===== config.mk =====
export PLATFORM = sky130hd
export DESIGN_NAME = dbsc_top
export DESIGN_NICKNAME = d
export VERILOG_FILES = /design/src/rtl/dbsc_pkg.sv /design/src/rtl/dbsc_match.sv /design/src/rtl/dbsc_top.sv
export SDC_FILE = /design/constraint.sdc
export NUM_CORES = 1
export LEC_CHECK = 0
export ABC_AREA = 1
export BUFFER_PORTS_ARGS = -buffer_cell sky130_fd_sc_hd__buf_2
export CAP_MARGIN = 20
export CORE_ASPECT_RATIO = 1.75
export CORE_UTILIZATION = 37
export CTS_BUF_LIST = sky130_fd_sc_hd__clkbuf_2
export DETAILED_ROUTE_END_ITERATION = 8
export PLACE_DENSITY = 0.62
export RECOVER_POWER = 25
export REMOVE_ABC_BUFFERS = 1
export SYNTH_ARGS = -nofsm -noshare
export SYNTH_HDL_FRONTEND = slang
export SYNTH_HIERARCHICAL = 1
export SYNTH_SLANG_ARGS = --single-unit

===== constraint.sdc =====
create_clock -name mclk_in -period 1.1 [get_ports mclk_in]
set_clock_uncertainty 0.1 [all_clocks]
set_input_delay 0.11 -clock mclk_in [delete_from_list [all_inputs] [get_ports mclk_in]]
set_output_delay 0.11 -clock mclk_in [all_outputs]
set_load 0.05 [all_outputs]

===== src/rtl/dbsc_pkg.sv =====
/*
 * Shared constants and carrier types for the debug status/control and
 * hardware breakpoint block. Assumes a serial front end that delivers
 * whole decoded commands with their data.
 */
package dbsc_pkg;
	// Serial command codes
	localparam logic [7:0] CMD_READ_STATUS = 8'hE4;
	localparam logic [7:0] CMD_WRITE_CONTROL = 8'hC4;
	localparam logic [7:0] CMD_MATCH_READ = 8'hE2;
	localparam logic [7:0] CMD_MATCH_WRITE = 8'hC2;
	localparam logic [7:0] CMD_HALT = 8'h90;

	// Status/control bit positions
	localparam int BIT_DEBUG_PERMIT = 7;
	localparam int BIT_HALT_ACTIVE = 6;
	localparam int BIT_BKPT_ENABLE = 5;
	localparam int BIT_FORCE_TAG = 4;
	localparam int BIT_CLOCK_SELECT = 3;
	localparam int BIT_WAIT_STOP = 2;
	localparam int BIT_WS_FAILURE = 1;
	localparam int BIT_DV_FAILURE = 0;

	// Reset values
	localparam logic [7:0] SCR_NORMAL_RESET = 8'h00;
	localparam logic [7:0] SCR_HALT_RESET = 8'hC8;
	localparam logic [15:0] MATCH_RESET = 16'h0000;
	// Bits that the write-control command may change
	localparam logic [7:0] SCR_WRITE_MASK = 8'hB8;

	// Decoded serial command with its write data
	typedef struct packed {
		logic valid;
		logic [7:0] code;
		logic [15:0] data;
	} dbsc_cmd_t;

	// Read answer to the serial front end
	typedef struct packed {
		logic valid;
		logic [15:0] data;
	} dbsc_rsp_t;

	// CPU side status observed by the block
	typedef struct packed {
		logic addr_valid;
		logic [15:0] addr;
		logic opcode_fetch;
		logic insn_boundary;
		logic queue_end_tagged;
		logic wait_stop;
		logic wait_stop_entry;
		logic slow_access_busy;
		logic mem_cmd_done;
	} dbsc_cpu_t;
endpackage


===== src/rtl/dbsc_match.sv =====
/*
 * Breakpoint address comparator.
 * Assumes address and enable come from the same clock domain.
 */
`timescale 1ns/1ps
module dbsc_match #(
	parameter int ADDR_W = 16
) (
	input wire logic mclk_in,
	input wire logic rst_b_in,
	input wire logic enable_in,
	input wire logic addr_valid_in,
	input wire logic [ADDR_W-1:0] addr_in,
	input wire logic [ADDR_W-1:0] match_in,
	output logic hit_out
);
	// ****************************************
	// Compare
	// ****************************************
	always_ff @(posedge mclk_in or negedge rst_b_in) begin
		if (!rst_b_in) begin
			hit_out <= 1'b0;
		end else begin
			hit_out <= enable_in && addr_valid_in && (addr_in == match_in); // RULE1
		end
	end
endmodule


===== src/rtl/dbsc_top.sv =====
/*
 * Debug status/control register, breakpoint match register and halt control.
 * Assumes a serial front end passes decoded commands on the same clock, and
 * that CPU status inputs are synchronous to mclk_in.
 */
// What this block does
// RULE1 - Compare CPU address against match register
// RULE2 - Forced mode halts at next instruction boundary
// RULE3 - Tagged mode marks opcode, halts at queue end
// RULE4 - Enable bit clear blocks all breakpoints
// RULE5 - Select bit: one forced, zero tagged
// RULE6 - Registers only reachable by serial commands
// RULE7 - Permit bit unwritable while halted
// RULE8 - Status bits are read-only
// RULE9 - Clock select bit always read/write, default zero
// RULE10 - Host sets or clears permit while not halted; normal reset clears it
// RULE11 - Halt-active bit shows halted state
// RULE12 - Wait/stop bit shows wait, stop, or woken-halt
// RULE13 - Halt command wakes CPU into halt
// RULE14 - Most commands fail during wait or stop
// RULE15 - Host confirms halt-active after forcing halt
// RULE16 - Wait/stop failure flags failed memory command
// RULE17 - Host recovers failures by halting and retrying
// RULE18 - Data-valid failure flags unfinished slow access
// RULE19 - Status read E4, control write C4
// RULE20 - Match read E2, match write C2
// RULE21 - Halt command 90 only when permitted
// RULE22 - Reset in halt loads permit, active, clock
// RULE23 - Writes to status positions are discarded
`timescale 1ns/1ps
module dbsc_top #(
	parameter bit HAS_SLOW_MEMORY = 1'b0
) (
	input wire logic mclk_in,
	input wire logic rst_b_in,
	input wire logic reset_in_halt_in,
	input wire dbsc_pkg::dbsc_cmd_t cmd_in,
	input wire dbsc_pkg::dbsc_cpu_t cpu_in,
	input wire logic resume_in,
	output dbsc_pkg::dbsc_rsp_t rsp_out,
	output logic halt_req_out,
	output logic wake_req_out,
	output logic cmd_blocked_out,
	output logic comm_clock_select_out
);
	// ****************************************
	// Registers
	// ****************************************
	logic debug_permit;
	logic halt_active;
	logic breakpoint_enable;
	logic force_tag_select;
	logic comm_clock_select;
	logic wait_stop_status;
	logic wait_stop_failure;
	logic data_valid_failure;
	logic woke_from_wait;
	logic [15:0] debug_match_address;
	logic reset_taken_in_halt;
	logic hit;
	logic tag_pending;
	logic force_pending;
	logic [7:0] status_byte;
	logic is_write_ctrl;
	logic is_match_write;
	logic is_halt_cmd;
	logic is_read;
	logic halt_event;
	logic force_now;

	assign status_byte = {debug_permit, halt_active, breakpoint_enable, force_tag_select,
		comm_clock_select, wait_stop_status, wait_stop_failure, data_valid_failure};
	// Only serial commands reach the registers; there is no CPU path
	assign is_write_ctrl = cmd_in.valid && (cmd_in.code == dbsc_pkg::CMD_WRITE_CONTROL); // RULE19 RULE6
	assign is_match_write = cmd_in.valid && (cmd_in.code == dbsc_pkg::CMD_MATCH_WRITE); // RULE20 RULE6
	assign is_halt_cmd = cmd_in.valid && (cmd_in.code == dbsc_pkg::CMD_HALT);
	assign is_read = cmd_in.valid &&
		((cmd_in.code == dbsc_pkg::CMD_READ_STATUS) || (cmd_in.code == dbsc_pkg::CMD_MATCH_READ));
	// Fresh hit counts too, so the next boundary is never missed
	assign force_now = force_pending || (hit && force_tag_select && breakpoint_enable);
	assign halt_event = !halt_active && debug_permit &&
		(is_halt_cmd || (force_now && cpu_in.insn_boundary) || (tag_pending && cpu_in.queue_end_tagged));

	// ****************************************
	// Reset flavour, caught after release
	// ****************************************
	logic rst_seen;
	always_ff @(posedge mclk_in or negedge rst_b_in) begin
		if (!rst_b_in) begin
			rst_seen <= 1'b0;
			reset_taken_in_halt <= 1'b0;
		end else begin
			rst_seen <= 1'b1;
			if (!rst_seen) begin
				reset_taken_in_halt <= reset_in_halt_in;
			end else begin
				reset_taken_in_halt <= 1'b0;
			end
		end
	end

	// ****************************************
	// Breakpoint comparator
	// ****************************************
	dbsc_match #(
		.ADDR_W(16)
	) u_match (
		.mclk_in(mclk_in),
		.rst_b_in(rst_b_in),
		.enable_in(breakpoint_enable),
		.addr_valid_in(cpu_in.addr_valid),
		.addr_in(cpu_in.addr),
		.match_in(debug_match_address),
		.hit_out(hit)
	);

	logic fetch_d;
	always_ff @(posedge mclk_in or negedge rst_b_in) begin
		if (!rst_b_in) begin
			fetch_d <= 1'b0;
		end else begin
			fetch_d <= cpu_in.opcode_fetch;
		end
	end

	// ****************************************
	// Forced breakpoint request
	// ****************************************
	always_ff @(posedge mclk_in or negedge rst_b_in) begin
		if (!rst_b_in) begin
			force_pending <= 1'b0;
		end else if (!breakpoint_enable || halt_active) begin
			force_pending <= 1'b0; // RULE4
		end else if (hit && force_tag_select) begin
			force_pending <= 1'b1; // RULE2 RULE5
		end else if (cpu_in.insn_boundary) begin
			force_pending <= 1'b0;
		end
	end

	// ****************************************
	// Tag marking
	// ****************************************
	// Held until the marked opcode leaves the queue; a flushed queue keeps it armed
	always_ff @(posedge mclk_in or negedge rst_b_in) begin
		if (!rst_b_in) begin
			tag_pending <= 1'b0;
		end else if (!breakpoint_enable || halt_active) begin
			tag_pending <= 1'b0; // RULE4
		end else if (hit && !force_tag_select && fetch_d) begin
			tag_pending <= 1'b1; // RULE3 RULE5
		end else if (cpu_in.queue_end_tagged) begin
			tag_pending <= 1'b0;
		end
	end

	// ****************************************
	// Debug permit
	// ****************************************
	always_ff @(posedge mclk_in or negedge rst_b_in) begin
		if (!rst_b_in) begin
			debug_permit <= 1'b0;
		end else if (reset_taken_in_halt) begin
			debug_permit <= 1'b1; // RULE22
		end else if (is_write_ctrl && !halt_active) begin
			debug_permit <= cmd_in.data[dbsc_pkg::BIT_DEBUG_PERMIT]; // RULE7 RULE10
		end
	end

	// ****************************************
	// Control bits
	// ****************************************
	always_ff @(posedge mclk_in or negedge rst_b_in) begin
		if (!rst_b_in) begin
			breakpoint_enable <= 1'b0;
			force_tag_select <= 1'b0;
		end else if (reset_taken_in_halt) begin
			breakpoint_enable <= 1'b0; // RULE22
			force_tag_select <= 1'b0;
		end else if (is_write_ctrl) begin
			breakpoint_enable <= cmd_in.data[dbsc_pkg::BIT_BKPT_ENABLE]; // RULE4
			force_tag_select <= cmd_in.data[dbsc_pkg::BIT_FORCE_TAG]; // RULE5
		end
	end

	always_ff @(posedge mclk_in or negedge rst_b_in) begin
		if (!rst_b_in) begin
			comm_clock_select <= 1'b0;
		end else if (reset_taken_in_halt) begin
			comm_clock_select <= 1'b1; // RULE22
		end else if (is_write_ctrl) begin
			comm_clock_select <= cmd_in.data[dbsc_pkg::BIT_CLOCK_SELECT]; // RULE9 RULE23
		end
	end

	always_ff @(posedge mclk_in or negedge rst_b_in) begin
		if (!rst_b_in) begin
			debug_match_address <= dbsc_pkg::MATCH_RESET;
		end else if (is_match_write) begin
			debug_match_address <= cmd_in.data; // RULE20
		end
	end

	// ****************************************
	// Halt state and wait/stop status
	// ****************************************
	always_ff @(posedge mclk_in or negedge rst_b_in) begin
		if (!rst_b_in) begin
			halt_active <= 1'b0;
		end else if (reset_taken_in_halt) begin
			halt_active <= 1'b1; // RULE22
		end else if (halt_event) begin
			halt_active <= 1'b1; // RULE11 RULE21 RULE2 RULE3
		end else if (halt_active && resume_in) begin
			halt_active <= 1'b0; // RULE11
		end
	end

	always_ff @(posedge mclk_in or negedge rst_b_in) begin
		if (!rst_b_in) begin
			woke_from_wait <= 1'b0;
		end else if (reset_taken_in_halt) begin
			woke_from_wait <= 1'b0;
		end else if (halt_event) begin
			woke_from_wait <= is_halt_cmd && cpu_in.wait_stop; // RULE13 RULE12
		end else if (halt_active && resume_in) begin
			woke_from_wait <= 1'b0;
		end
	end

	// ****************************************
	// Wait/stop status bit
	// ****************************************
	always_ff @(posedge mclk_in or negedge rst_b_in) begin
		if (!rst_b_in) begin
			wait_stop_status <= 1'b0;
		end else begin
			wait_stop_status <= (cpu_in.wait_stop && !halt_active) ||
				(halt_active && woke_from_wait) || (halt_event && is_halt_cmd && cpu_in.wait_stop); // RULE12 RULE8
		end
	end

	// ****************************************
	// Failure flags, set wins over clear
	// ****************************************
	logic ws_fail_set;
	logic dv_fail_set;
	assign ws_fail_set = cpu_in.mem_cmd_done && (cpu_in.wait_stop || cpu_in.wait_stop_entry);
	assign dv_fail_set = HAS_SLOW_MEMORY && cpu_in.mem_cmd_done && cpu_in.slow_access_busy;

	always_ff @(posedge mclk_in or negedge rst_b_in) begin
		if (!rst_b_in) begin
			wait_stop_failure <= 1'b0;
		end else if (ws_fail_set) begin
			wait_stop_failure <= 1'b1; // RULE16 RULE8
		end else if (cpu_in.mem_cmd_done || reset_taken_in_halt) begin
			wait_stop_failure <= 1'b0;
		end
	end

	always_ff @(posedge mclk_in or negedge rst_b_in) begin
		if (!rst_b_in) begin
			data_valid_failure <= 1'b0;
		end else if (dv_fail_set) begin
			data_valid_failure <= 1'b1; // RULE18 RULE8
		end else if (cpu_in.mem_cmd_done || reset_taken_in_halt) begin
			data_valid_failure <= 1'b0;
		end
	end

	// ****************************************
	// Outputs
	// ****************************************
	always_ff @(posedge mclk_in or negedge rst_b_in) begin
		if (!rst_b_in) begin
			rsp_out <= '0;
		end else begin
			rsp_out.valid <= is_read;
			if (cmd_in.code == dbsc_pkg::CMD_READ_STATUS) begin
				rsp_out.data <= {8'h00, status_byte}; // RULE19
			end else begin
				rsp_out.data <= debug_match_address; // RULE20
			end
		end
	end

	always_ff @(posedge mclk_in or negedge rst_b_in) begin
		if (!rst_b_in) begin
			halt_req_out <= 1'b0;
			wake_req_out <= 1'b0;
			cmd_blocked_out <= 1'b0;
			comm_clock_select_out <= 1'b0;
		end else begin
			halt_req_out <= halt_event || (halt_active && !resume_in);
			wake_req_out <= halt_event && is_halt_cmd && cpu_in.wait_stop; // RULE13
			cmd_blocked_out <= cpu_in.wait_stop && !halt_active; // RULE14
			comm_clock_select_out <= comm_clock_select; // RULE9
		end
	end
endmodule


==> results.yml <==
status:
  status: "complete, but fails checks"
  violations: "hold timing, setup timing"
layout:
  finalCoreUtilization_pct: 59.2
  area_growth_syn_to_layout_pct: 55.1
  largest_reg_flops: 17
  max_flop_register: "rsp_out"
  drive_gt1_share_pct: 31.5
  nets: 484
  diodes: 0
  largestRegisters: "rsp_out (17), debug_match_address (16)"
  stdcell_count: 512
floorplan:
  die_w_um: 62.4
  core_area_sq_um: 6180
  initial_core_util_pct: 38.2
  row_count: 38
  io_pins: 74
  die_area_sq_um: 6710
  die_y_um: 108
clocking:
  clock-sinks: 51
  clk_pin_slew_worst_paths_ns: 0.24
  insertion_delay_ns: 0.45
  cts_tree: "yes"
  h-tree-depth: 2
  ctsLongestPathBuffers: 2
  cts_root_buf: "clkbuf_2"
  numCtsBuffers: 5
timing:
  setup_violations: 31
  relSlewSlack_pct: 50.1
  setup_tns_ns: -3.16
  worstMarginPinSlew_ns: 0.749
  maxSlewViolCount: 0
  period_needed_ns: 1.28
  hold_violations: 4
  max_freq_mhz: 783
  setup_ws_ns: -0.177
  fin_crit_sh_pct: 116
  rsz0062_at_grt: "yes"
  hold_ws_ns: -0.0556
setup_path:
  crit_path_max_fanout: 1
  worstSetupEndpointType: "primary output"
  rr_worst_depth: 7
  worstPathCellList: "buf_6"
  r2r_setup_slack_ns: -0.03
  crit_buf_inv: 1
  cpPeakStageDelay_ns: 0.46
  cp.required_ns: 0.89
  arrival_ns: 1.07
  critPathKind: "reg2out"
  startpoint_type: "register"
  r2r_end: "u_match/hit_out"
  crit_family: "flip-flops"
  r2r-start: "debug_match_address[9]"
  slowest_stage: "dfrtp_1"
synthesis:
  synth_warnings: 6
  netlist_top_cells_area: "dfrtp_1 (54%), nand2_1 (13%), inv_1 (7.3%)"
  synth.avg_cell_area_sq_um: 8.31
  yosysTopAreaCell: "dfrtp_1"
  ys_types: 29
  syn-cell-area_sq_um: 2360
  synth_top_area_share_pct: 54.1
  synthCells: 284
  synth-seq-cells: 51
  synth-seq-area-share_pct: 54.1
drt:
  post_drt_wl_per_cell_um: 12.3
  vias: 2242
  wl_um: 6310
  drc: 0
  drt_iter0_markers: 40
  ant_nets: 0
  vias_per_cell: 4.38
  dr.pass1.iters: 4
grt:
  use_met1_pct: 20.3
  grt_max_degree: 29
  met3_usage_pct: 4.34
  track_usage_pct: 20.4
  grt_pass1_vias: 2302
  met2_usage_pct: 37.3
  antenna_found_initial: 0
  gr-total-overflow: 0
  grt_pass1_wl_um: 10200
  top_usage_layer: "met2"
place:
  dpl.cell_count: 448
  preCtsSetupSlack_ns: -0.175
  globalplace.congestion: 0.821
  post-dp-hpwl_um: 4400
  port_buffers: 72
min_path:
  min_to: "rsp_out[7]"
  min_path_type: "in2reg"
  hold_start: "cmd_in[19]"
  hold_depth: 4
power_and_ir_drop:
  power_density_nw_per_um2: 960
  power_leakage_nw: 1.97
  ir_drop_v: 0.000656
  power_w: 0.00352
flow_run:
  drv_cap: 0
-- worst max path at each step --
| stage | from | to | slack, ns | depth (start not counted) |
|---|---|---|---|---|
| 2_1_floorplan | halt_active | woke_from_wait | 0.06 | 5 |
| 5_1_grt | rsp_out[7] | rsp_out[7] | -0.24 | 1 |
| 6_report | rsp_out[4] | rsp_out[4] | -0.18 | 1 |
| 3_3_place_gp | cmd_in[17] | comm_clock_select | -0.15 | 7 |
| 3_5_place_dp | cmd_in[16] | rsp_out[6] | -0.18 | 8 |
| 4_1_cts | rsp_out[13] | rsp_out[13] | -0.22 | 1 |
-- layout make-up --
cell class,count,area [sq um]
inverters,50,198
clock inverters,2,7.51
well taps,80,100
multi-input cells,179,883
fillers,579,2520
repair buffers,144,1160
clock buffers,6,30.0
flip-flops and latches,51,1280
-- kinds of logic (layout without fill, tap and decap cells) --
family	after synthesis	after routing	synth area share [%]
other	1	1	0.159
xor gates and xnor gates	3	3	1.11
AOI/OAI and AO/OA	24	24	7.11
buffers and inverters	54	202	9.86
DFF	51	51	54.1
and+or+nand+nor	151	151	27.7
-- layout by cell type (no fill, tap or decap), types with 3 or more instances in the layout --
cell type	count
nor2_1	33
clkbuf_2	6
nand2_1	79
buf_4	23
dfrtp_1	50
buf_6	22
nand3_1	18
o21ai_0	6
nor2_2	7
nand3_2	3
dlygate4sd3_1	47
inv_2	3
a21oi_2	9
buf_2	50
inv_1	44
-- where the power goes --
part / switching, W / total (W) / internal [W]
logic: 0.000402 / 0.000766 / 0.000364
registers: 0.0000567 / 0.00202 / 0.00196
clock network: 0.000576 / 0.000729 / 0.000152
total: 0.00103 / 0.00352 / 0.00248
-- what timing repair did --
| item | 4_1_cts | 5_1_grt |
|---|---|---|
| endpoints found under the setup margin | 26 | 42 |
| hold buffers | 46 | 2 |
| gates resized for setup | 48 | 8 |
| setup buffers | 2 | 7 |
| pin swaps | 7 | 15 |
| endpoints found under the hold margin | 85 | 16 |
-- per-stage QoR --
step           cell area [sq um]  hold slack [ns]
2_1_floorplan               2320           -0.286
6_report                    3660          -0.0556
3_5_place_dp                2930          -0.0704
4_1_cts                     3590           -0.134
5_1_grt                     3660          -0.0793
3_3_place_gp                2930          -0.0719
-- cells in the mapped netlist --
cell,number
nand2_1,82
dfrtp_1,51
inv_1,46
nor2_1,35
nand3_1,20
a21oi_2,9
o21ai_0,7
nor2_2,5
a21oi_1,2
buf_4,2
buf_6,2
inv_2,2
nand4_1,2
nor3_1,2
o22ai_1,2
xnor2_1,2
a211oi_1,1
a21boi_0,1
a2bb2oi_1,1
clkinv_4,1
conb_1,1
inv_4,1
nand2_4,1
nand3_2,1
nand4_4,1
nor2_4,1
o21bai_1,1
or2_2,1
xor2_1,1
-- routing by layer --
layer	vias up	wire [um]	part of all wire, %
met3	18	235	3.7
met5	-	0	0
met4	0	262	4.1
met2	55	3450	55
li1	1156	-	-
met1	1013	2370	37
(Power assumes the default switching activity.)
